## config.mk

```make
export PLATFORM = sky130hd
export DESIGN_NAME = mic_irq_ctrl
export DESIGN_NICKNAME = d
export VERILOG_FILES = /design/src/hdl/mic_pkg.sv /design/src/hdl/mic_irq_ctrl.sv
export SDC_FILE = /design/constraint.sdc
export NUM_CORES = 1
export LEC_CHECK = 0
export BUFFER_PORTS_ARGS = -buffer_cell sky130_fd_sc_hd__buf_2
export CAP_MARGIN = 5
export CELL_PAD_IN_SITES_DETAIL_PLACEMENT = 1
export CELL_PAD_IN_SITES_GLOBAL_PLACEMENT = 1
export CORE_UTILIZATION = 43
export CTS_BUF_LIST = sky130_fd_sc_hd__clkbuf_8
export CTS_CLUSTER_DIAMETER = 80
export DETAILED_ROUTE_END_ITERATION = 10
export HOLD_SLACK_MARGIN = 0.06
export PLACE_DENSITY_LB_ADDON = 0.3
export REMOVE_ABC_BUFFERS = 1
export SETUP_SLACK_MARGIN = 0.05
export SLEW_MARGIN = 40
export SYNTH_ARGS = -nofsm -noshare
export SYNTH_HDL_FRONTEND = slang
export SYNTH_SLANG_ARGS = --single-unit
```

## constraint.sdc

```tcl
create_clock -name clk_sys -period 12.86 [get_ports clk_sys]
set_input_delay 1.286 -clock clk_sys [delete_from_list [all_inputs] [get_ports clk_sys]]
set_output_delay 1.286 -clock clk_sys [all_outputs]
set_load 0.02 [all_outputs]
```

## src/hdl/mic_pkg.sv

```systemverilog
package mic_pkg;

    // register indices; byte address on the bus is four times the index
    localparam logic [5:0] IDX_STATUS     = 6'h09;
    localparam logic [5:0] IDX_ENABLE     = 6'h16;
    localparam logic [5:0] IDX_MAP_ONE    = 6'h19;
    localparam logic [5:0] IDX_MAP_SHARED = 6'h1A;
    localparam logic [5:0] IDX_MAP_TWO    = 6'h1B;
    localparam logic [5:0] IDX_SRC        = 6'h1E;
    localparam logic [5:0] IDX_PIN_CFG    = 6'h20;
    localparam logic [5:0] IDX_LATCH      = 6'h21;

    // engine positions in status, enable and map registers
    localparam int ENG_DATA       = 0;
    localparam int ENG_LOW        = 1;
    localparam int ENG_HIGH       = 2;
    localparam int ENG_SLOPE      = 3;
    localparam int ENG_SLO_NO_MOT = 4;
    localparam int ENG_TAP        = 5;
    localparam int ENG_ORIENT     = 6;
    localparam int ENG_FLAT       = 7;
    localparam int NUM_ENG        = 8;

    // source select fields
    localparam int SRC_LOW        = 0;
    localparam int SRC_HIGH       = 1;
    localparam int SRC_SLO_NO_MOT = 2;
    localparam int SRC_SLOPE      = 3;
    localparam int SRC_TAP        = 4;
    localparam int SRC_DATA       = 5;

    // shared map register: new data engine onto each pin
    localparam int SHARED_DATA_ONE = 0;
    localparam int SHARED_DATA_TWO = 7;

    // pin configuration fields
    localparam int CFG_ONE_LVL = 0;
    localparam int CFG_ONE_OD  = 1;
    localparam int CFG_TWO_LVL = 2;
    localparam int CFG_TWO_OD  = 3;

    // latch control fields
    localparam int LATCH_MODE_LSB  = 0;
    localparam int LATCH_RESET_BIT = 7;

    localparam logic [7:0] RESET_VAL = 8'h00;

    localparam logic [3:0] CODE_NONLATCH_A = 4'h0;
    localparam logic [3:0] CODE_NONLATCH_B = 4'h8;
    localparam logic [3:0] CODE_LATCH_A    = 4'h7;
    localparam logic [3:0] CODE_LATCH_B    = 4'hF;

    typedef enum logic [1:0] {MIC_NONLATCHED, MIC_LATCHED, MIC_TEMPORARY} mic_mode_t;

    // time base: one tick every 250 us at a 5 ns clock
    localparam int CLK_PERIOD_PS = 5000;
    localparam int TICK_TIME_US  = 250;
    localparam int TICK_CYCLES   = TICK_TIME_US * 1000 * 1000 / CLK_PERIOD_PS;

    localparam int TIMER_W = 16;
    localparam int HOLD_TIME_US [16] = '{0, 250000, 500000, 1000000, 2000000, 4000000,
                                         8000000, 0, 0, 250, 500, 1000, 12500, 25000,
                                         50000, 0};
    // fixed self-reset time of orientation and flat in non-latched mode
    localparam int FIXED_HOLD_US    = 12500;
    localparam logic [TIMER_W-1:0] FIXED_HOLD_TICKS = TIMER_W'(FIXED_HOLD_US / TICK_TIME_US);

    function automatic logic [TIMER_W-1:0] mic_hold_ticks(input logic [3:0] code);
        return TIMER_W'(HOLD_TIME_US[code] / TICK_TIME_US);
    endfunction : mic_hold_ticks

endpackage : mic_pkg

```

## src/hdl/mic_irq_ctrl.sv

```systemverilog
// Function
// - eight engines, each enabled alone; a true condition sets status and drives mapped pin
// - each pin is the OR of all engines mapped onto it
// - status changes from conditions only when new acceleration data is stored
// - disabling an engine clears its status at once
// - a 4-bit code picks non-latched, latched or temporary mode for all engines but new data
// - temporary codes select hold times from 250 us to 8 s
// - no mode mechanism but the latched reset bit clears an interrupt while its condition still holds
// - non-latched status and pin clear once the condition stops holding
// - orientation and flat reset themselves in non-latched mode once a fixed time has passed and their condition no longer holds
// - latched status stays until software writes the interrupt reset bit
// - a cleared latched interrupt with condition still true returns at next update
// - temporary mode clears an interrupt once its hold time has passed and its condition no longer holds
// - source bits choose filtered (0) or unfiltered (1) data for six engines
// - orientation and flat always use filtered data
// - map registers hold one bit per engine for pin one and pin two
// - pin level bit sets active polarity, drive bit selects open-drain or push-pull
// - new data engine is always non-latched
//
// The implementer's own choice: the Wishbone slave port.
`timescale 1ns/1ps
module mic_irq_ctrl #(
    parameter int TICK_CYCLES = mic_pkg::TICK_CYCLES
) (
    // clock and reset
    input  wire logic       clk_sys,
    input  wire logic       reset,
    // wishbone classic slave
    input  wire logic       wb_cyc,
    input  wire logic       wb_stb,
    input  wire logic       wb_we,
    input  wire logic [7:0] wb_adr,
    input  wire logic [3:0] wb_sel,
    input  wire logic [31:0] wb_dat_w,
    output logic      [31:0] wb_dat_r,
    output logic            wb_ack,
    // engine conditions and data store strobe
    input  wire logic       data_stored,
    input  wire logic [7:0] cond_filt,
    input  wire logic [7:0] cond_unfilt,
    // interrupt pins
    output logic            irq_pin_one,
    output logic            irq_pin_one_oe,
    output logic            irq_pin_two,
    output logic            irq_pin_two_oe
);
    import mic_pkg::*;

    localparam int DIV_W = $clog2(TICK_CYCLES + 1);

    logic [7:0]  enable_q, enable_d;
    logic [7:0]  map_one_q, map_one_d;
    logic [7:0]  map_shared_q, map_shared_d;
    logic [7:0]  map_two_q, map_two_d;
    logic [7:0]  src_q, src_d;
    logic [7:0]  pin_cfg_q, pin_cfg_d;
    logic [3:0]  mode_code_q, mode_code_d;
    logic        ack_q, ack_d;
    logic [31:0] rdata_q, rdata_d;
    logic        clear_strobe;
    logic [DIV_W-1:0] div_q, div_d;
    logic        tick;
    logic [7:0]  status;
    logic [7:0]  cond_sel;
    logic [7:0]  map_one_eff, map_two_eff;
    logic        active_one, active_two;
    mic_mode_t   mode;
    logic [TIMER_W-1:0] hold_ticks;

    // bus slave: one wait state, every address answers
    logic       req;
    logic [5:0] idx;
    logic       wr_hit;
    assign req    = wb_cyc && wb_stb && !ack_q;
    assign idx    = wb_adr[7:2];
    assign wr_hit = req && wb_we && wb_sel[0];

    always_comb
    begin
        enable_d     = enable_q;
        map_one_d    = map_one_q;
        map_shared_d = map_shared_q;
        map_two_d    = map_two_q;
        src_d        = src_q;
        pin_cfg_d    = pin_cfg_q;
        mode_code_d  = mode_code_q;
        clear_strobe = 1'b0;
        ack_d        = req;
        rdata_d      = rdata_q;
        if (wr_hit)
        begin
            if (idx == IDX_ENABLE)
                enable_d = wb_dat_w[7:0];
            else if (idx == IDX_MAP_ONE)
                map_one_d = wb_dat_w[7:0];
            else if (idx == IDX_MAP_SHARED)
                map_shared_d = wb_dat_w[7:0];
            else if (idx == IDX_MAP_TWO)
                map_two_d = wb_dat_w[7:0];
            else if (idx == IDX_SRC)
                src_d = wb_dat_w[7:0];
            else if (idx == IDX_PIN_CFG)
                pin_cfg_d = wb_dat_w[7:0];
            else if (idx == IDX_LATCH)
            begin
                mode_code_d  = wb_dat_w[LATCH_MODE_LSB +: 4];
                clear_strobe = wb_dat_w[LATCH_RESET_BIT];
            end
        end
        if (req && !wb_we)
        begin
            rdata_d = 32'h0000_0000;
            if (idx == IDX_STATUS)
                rdata_d[7:0] = status;
            else if (idx == IDX_ENABLE)
                rdata_d[7:0] = enable_q;
            else if (idx == IDX_MAP_ONE)
                rdata_d[7:0] = {map_one_q[7:1], 1'b0};
            else if (idx == IDX_MAP_SHARED)
                rdata_d[7:0] = map_shared_q;
            else if (idx == IDX_MAP_TWO)
                rdata_d[7:0] = {map_two_q[7:1], 1'b0};
            else if (idx == IDX_SRC)
                rdata_d[7:0] = {2'b00, src_q[5:0]};
            else if (idx == IDX_PIN_CFG)
                rdata_d[7:0] = {4'h0, pin_cfg_q[3:0]};
            else if (idx == IDX_LATCH)
                rdata_d[7:0] = {4'h0, mode_code_q}; // reset bit reads zero
        end
    end

    always_ff @(posedge clk_sys)
    begin
        if (reset)
        begin
            enable_q     <= RESET_VAL;
            map_one_q    <= RESET_VAL;
            map_shared_q <= RESET_VAL;
            map_two_q    <= RESET_VAL;
            src_q        <= RESET_VAL;
            pin_cfg_q    <= RESET_VAL;
            mode_code_q  <= RESET_VAL[3:0];
            ack_q        <= 1'b0;
            rdata_q      <= 32'h0000_0000;
        end
        else
        begin
            enable_q     <= enable_d;
            map_one_q    <= map_one_d;
            map_shared_q <= map_shared_d;
            map_two_q    <= map_two_d;
            src_q        <= src_d;
            pin_cfg_q    <= pin_cfg_d;
            mode_code_q  <= mode_code_d;
            ack_q        <= ack_d;
            rdata_q      <= rdata_d;
        end
    end

    assign wb_ack   = ack_q;
    assign wb_dat_r = rdata_q;

    // tick divider; shared by all hold counters to save area
    always_comb
    begin
        tick  = (div_q == DIV_W'(TICK_CYCLES - 1));
        div_d = tick ? '0 : div_q + 1'b1;
    end

    always_ff @(posedge clk_sys)
    begin
        if (reset)
            div_q <= '0;
        else
            div_q <= div_d;
    end

    // mode decode
    always_comb
    begin
        if (mode_code_q == CODE_NONLATCH_A || mode_code_q == CODE_NONLATCH_B)
            mode = MIC_NONLATCHED;
        else if (mode_code_q == CODE_LATCH_A || mode_code_q == CODE_LATCH_B)
            mode = MIC_LATCHED;
        else
            mode = MIC_TEMPORARY;
        hold_ticks = mic_hold_ticks(mode_code_q);
    end

    // source selection
    always_comb
    begin
        cond_sel                 = cond_filt;
        cond_sel[ENG_DATA]       = src_q[SRC_DATA] ? cond_unfilt[ENG_DATA] : cond_filt[ENG_DATA];
        cond_sel[ENG_LOW]        = src_q[SRC_LOW] ? cond_unfilt[ENG_LOW] : cond_filt[ENG_LOW];
        cond_sel[ENG_HIGH]       = src_q[SRC_HIGH] ? cond_unfilt[ENG_HIGH] : cond_filt[ENG_HIGH];
        cond_sel[ENG_SLOPE]      = src_q[SRC_SLOPE] ? cond_unfilt[ENG_SLOPE]
                                                    : cond_filt[ENG_SLOPE];
        cond_sel[ENG_SLO_NO_MOT] = src_q[SRC_SLO_NO_MOT] ? cond_unfilt[ENG_SLO_NO_MOT]
                                                         : cond_filt[ENG_SLO_NO_MOT];
        cond_sel[ENG_TAP]        = src_q[SRC_TAP] ? cond_unfilt[ENG_TAP] : cond_filt[ENG_TAP];
        // orientation and flat keep the filtered value from the default above
    end

    // per-engine status and hold counter
    for (genvar g = 0; g < NUM_ENG; g++)
    begin : g_eng
        logic st_q, st_d;
        logic cnd_q, cnd_d;
        logic [TIMER_W-1:0] tmr_q, tmr_d;
        logic fixed_eng;
        logic expired;
        assign fixed_eng = (g == ENG_ORIENT) || (g == ENG_FLAT);

        always_comb
        begin
            expired = (tmr_q >= hold_ticks);
            st_d    = st_q;
            cnd_d   = cnd_q;
            tmr_d   = tmr_q;
            if (tick && st_q && tmr_q != '1)
                tmr_d = tmr_q + 1'b1;
            if (!enable_q[g])
            begin
                st_d  = 1'b0;
                cnd_d = 1'b0;
                tmr_d = '0;
            end
            else if (data_stored)
            begin
                cnd_d = cond_sel[g];
                if (cond_sel[g])
                begin
                    st_d = 1'b1;
                    if (!st_q)
                        tmr_d = '0;
                end
                else if (g == ENG_DATA)
                    st_d = 1'b0;
                else if (mode == MIC_NONLATCHED && !fixed_eng)
                    st_d = 1'b0;
            end
            if (enable_q[g] && g != ENG_DATA)
            begin
                // a new assertion in the strobe cycle wins over the clear
                if (mode == MIC_LATCHED && clear_strobe && !(data_stored && cond_sel[g]))
                    st_d = 1'b0;
                else if (mode == MIC_TEMPORARY && expired && !cnd_d)
                    st_d = 1'b0;
                else if (mode == MIC_NONLATCHED && fixed_eng && !cnd_d
                         && tmr_q >= FIXED_HOLD_TICKS)
                    st_d = 1'b0;
            end
        end

        always_ff @(posedge clk_sys)
        begin
            if (reset)
            begin
                st_q  <= 1'b0;
                cnd_q <= 1'b0;
                tmr_q <= '0;
            end
            else
            begin
                st_q  <= st_d;
                cnd_q <= cnd_d;
                tmr_q <= tmr_d;
            end
        end

        assign status[g] = st_q;
    end

    // pin mapping and drivers
    always_comb
    begin
        map_one_eff           = map_one_q;
        map_one_eff[ENG_DATA] = map_shared_q[SHARED_DATA_ONE];
        map_two_eff           = map_two_q;
        map_two_eff[ENG_DATA] = map_shared_q[SHARED_DATA_TWO];
        active_one            = |(status & map_one_eff);
        active_two            = |(status & map_two_eff);
    end

    always_comb
    begin
        irq_pin_one    = pin_cfg_q[CFG_ONE_LVL] ? active_one : !active_one;
        irq_pin_two    = pin_cfg_q[CFG_TWO_LVL] ? active_two : !active_two;
        // open-drain only pulls the pin low, the pull resistor gives the high level
        irq_pin_one_oe = !pin_cfg_q[CFG_ONE_OD] || !irq_pin_one;
        irq_pin_two_oe = !pin_cfg_q[CFG_TWO_OD] || !irq_pin_two;
    end
endmodule : mic_irq_ctrl

```

==> out/results.ini <==
[min_path]
whs_path_depth=2
hp-start=enable_q[0]
holdCritPathClass=reg -> reg
hold_end=g_eng[0].st_q

[clocking]
clockRootBuffer=clkbuf_8
clock-sinks=196
cts_buffers=17
cts.clk_slew.worst_paths_ns=0.12
h-tree-depth=4
clock_latency_ns=0.50
cts_buffer_depth=2
tritoncts=yes

[floorplan]
die_h_um=189.8
initial_core_util=0.4379
fp-row-count=68
io_pins=103
die_area_um2=36020
die_w_um=189.8
coreArea_um2=34630

[global_routing]
first_global_vias=16340
grt-ovfl-total=0
track_usage=0.2872
grt_max_degree=64
grt_pass1_wl_um=83390
antenna_found_initial=0

[cells_and_area]
antenna_cells=0
finalNetCount=2440
stdcell_count=2710
utilization=0.5685
syn_to_final_growth_pct=29.84
drive_gt1_frac=0.2807
fin_area_um2=19690

[routing]
viasPerCell=5.869
wirelength_um=54790
vias=15910
first_iter_violations=718
dr.pass1.iters=5
drcViolationCount=0
ant_nets=0
avgRoutedWirePerCell_um=20.22

[logic_synthesis]
synth_compound_area_frac=0.1899
ys_seq_elements=196
synth_top_area_share=0.2588
yosys.area.top_type=dfxtp_1
synthAdderAreaFrac=0.1109
ys_seq_area_frac=0.2588
synth_edf_count=0
synthFlopType=dfxtp_1
synth_top_family_by_area=simple AND/OR/NAND/NOR gates
syn_area_um2=15160
synthSimpleGateAreaFrac=0.2665
synth.distinct_cells=103
synthXorXnorAreaFrac=0.07666
syn_inst=1899
syn_avg_cell_area_um2=7.985
ys_warn_count=0
muxShareOfSynthArea=0.06172
synthTopCellsByArea=dfxtp_1, ha_1, nor2_1
synthArstFlopShare=0

[timing]
fin_crit_sh=1.053
finalSetupViolCount=7
min_period_ns=13.55
relSlewSlack=0.3513
max_clock_freq_mhz=73.82
finClkSkew_ns=0.01868
finalHoldViolCount=0
maxSlewViolCount=0
worst_pin_slew_ns=0.9643
tns_ns=-4.301
fin_hold_ws_ns=0.4744
rsz0062_at_grt=yes
setup_ws_ns=-0.6869

[worst_setup_path]
crit_fanout=7
max_stage_delay_ns=0.52
rrSetupSlack_ns=-0.69
worstSetupStartpoint=mode_code_q[0]
r2r-end=g_eng[5].st_q
crit_required_ns=13.28
worstRegToRegCells=75
timing.rr.start=mode_code_q[0]
crit_path_frequent_cell=a21oi_2
critPathArrivalTime_ns=13.97
path_class=reg -> reg
cp-start-kind=flop
slowest_stage=a2111o_1
endpoint_kind=flop

[status]
status=finished, violations left
violations=negative setup slack

[placement]
dp.cells=2618
io_buffers=47
detailedPlace.worstSlack_ns=-1.106
place_area_um2=17740
dp_hpwl_um=37150
gp_congestion=0.8637

[pwr]
power_density_nw_per_um2=56.41
ir_worst_vdd_mv=0.07804
p_leak_nw=7.416
p_total_mw=1.111

[job]
drv_cap=0

## layout make-up
cell class	instances	area [um2]
clock buffers	17	234.0
repair buffers	380	2825
inverters	35	138.9
multi-input cells	1612	11810
flip-flops and latches	196	3926
fillers	4175	14940
well taps	455	569.3
clock inverters	15	187.7
## worst max path at each step
stage | slack (ns) | endpoint
2_1_floorplan | -1.13 | g_eng[6].st_q
3_3_place_gp | -0.64 | g_eng[7].st_q
3_5_place_dp | -1.11 | g_eng[6].st_q
4_1_cts | -0.23 | g_eng[6].st_q
5_1_grt | -1.32 | g_eng[5].st_q
6_report | -0.69 | g_eng[5].st_q
## kinds of logic after synthesis
logic type / Yosys count
xor+xnor: 131
compound gates: 422
flops: 196
other cells: 1
buf+inv: 114
simple gates: 810
fa+ha+maj: 135
mux: 90
## worst max-delay path: cells and delay by family, from the launching register on
family / cells / cell delay (ns)
AND/OR/NAND/NOR: 23 / 4.12
buffers and inverters: 14 / 1.89
XOR/XNOR: 1 / 0.14
AO/OA/AOI/OAI: 31 / 5.60
multiplexers: 4 / 1.01
flip-flops: 1 / 0.38
adder cells (fa/ha/maj): 2 / 0.36
## sequential cells by signal, indices dropped and copies added, names as in the netlist
name / count
g_eng.cnd_q: 7
mode_code_q: 4
g_eng.tmr_q: 112
map_one_q: 7
pin_cfg_q: 4
div_q: 16
wb_dat_r: 8
map_two_q: 7
wb_ack: 1
g_eng.st_q: 8
map_shared_q: 8
enable_q: 8
src_q: 6
## synth_stat cells, types with 33 or more instances
cell type,number
a21oi_1,114
and3_1,38
clkbuf_1,39
dfxtp_1,196
ha_1,132
mux2i_1,72
nand2_1,156
nand2b_1,66
nand3_1,71
nand4_1,33
nor2_1,249
nor2b_1,50
nor3_1,40
o21ai_0,88
xnor2_1,49
xor2_1,80
## power breakdown
part	total (mW)	internal, mW	switching (mW)
combinational	0.0606	0.0211	0.0396
sequential	0.610	0.609	0.00153
clock	0.439	0.182	0.257
## placed cells by master (no fill, tap or decap), drive strengths merged, types with 8 or more instances in the layout
master,n
conb,24
nor3,41
o31ai,13
dfxtp,196
buf,380
a211oi,20
nor2b,50
nor4,11
nand3,72
nor2,250
ha,132
or3,23
and3,39
nor3b,11
and4,8
o21bai,8
clkbuf,17
mux2,16
xor2,80
o21ai,106
or2,10
a31oi,13
a22oi,14
and2,14
xnor2,51
o21a,10
nand4,33
a21o,21
inv,42
a21oi,119
o211ai,21
mux2i,74
nand2b,66
nand2,158
## what timing repair did
item | in CTS | in global routing
buffers inserted | 37 | 24
pin swaps | 129 | 84
hold buffers | 0 | 0
endpoints found under the hold margin | 0 | 0
endpoints found under the setup margin | 7 | 7
gates cloned | 0 | 0
gates resized for setup | 153 | 89
## layer usage
metal,part of all wire,global-route usage
met2,0.51,0.5230
met1,0.42,0.3450
met5,0,0
met3,0.036,0.03450
met4,0.028,0.1011
Power figures use the tool's default switching activity.
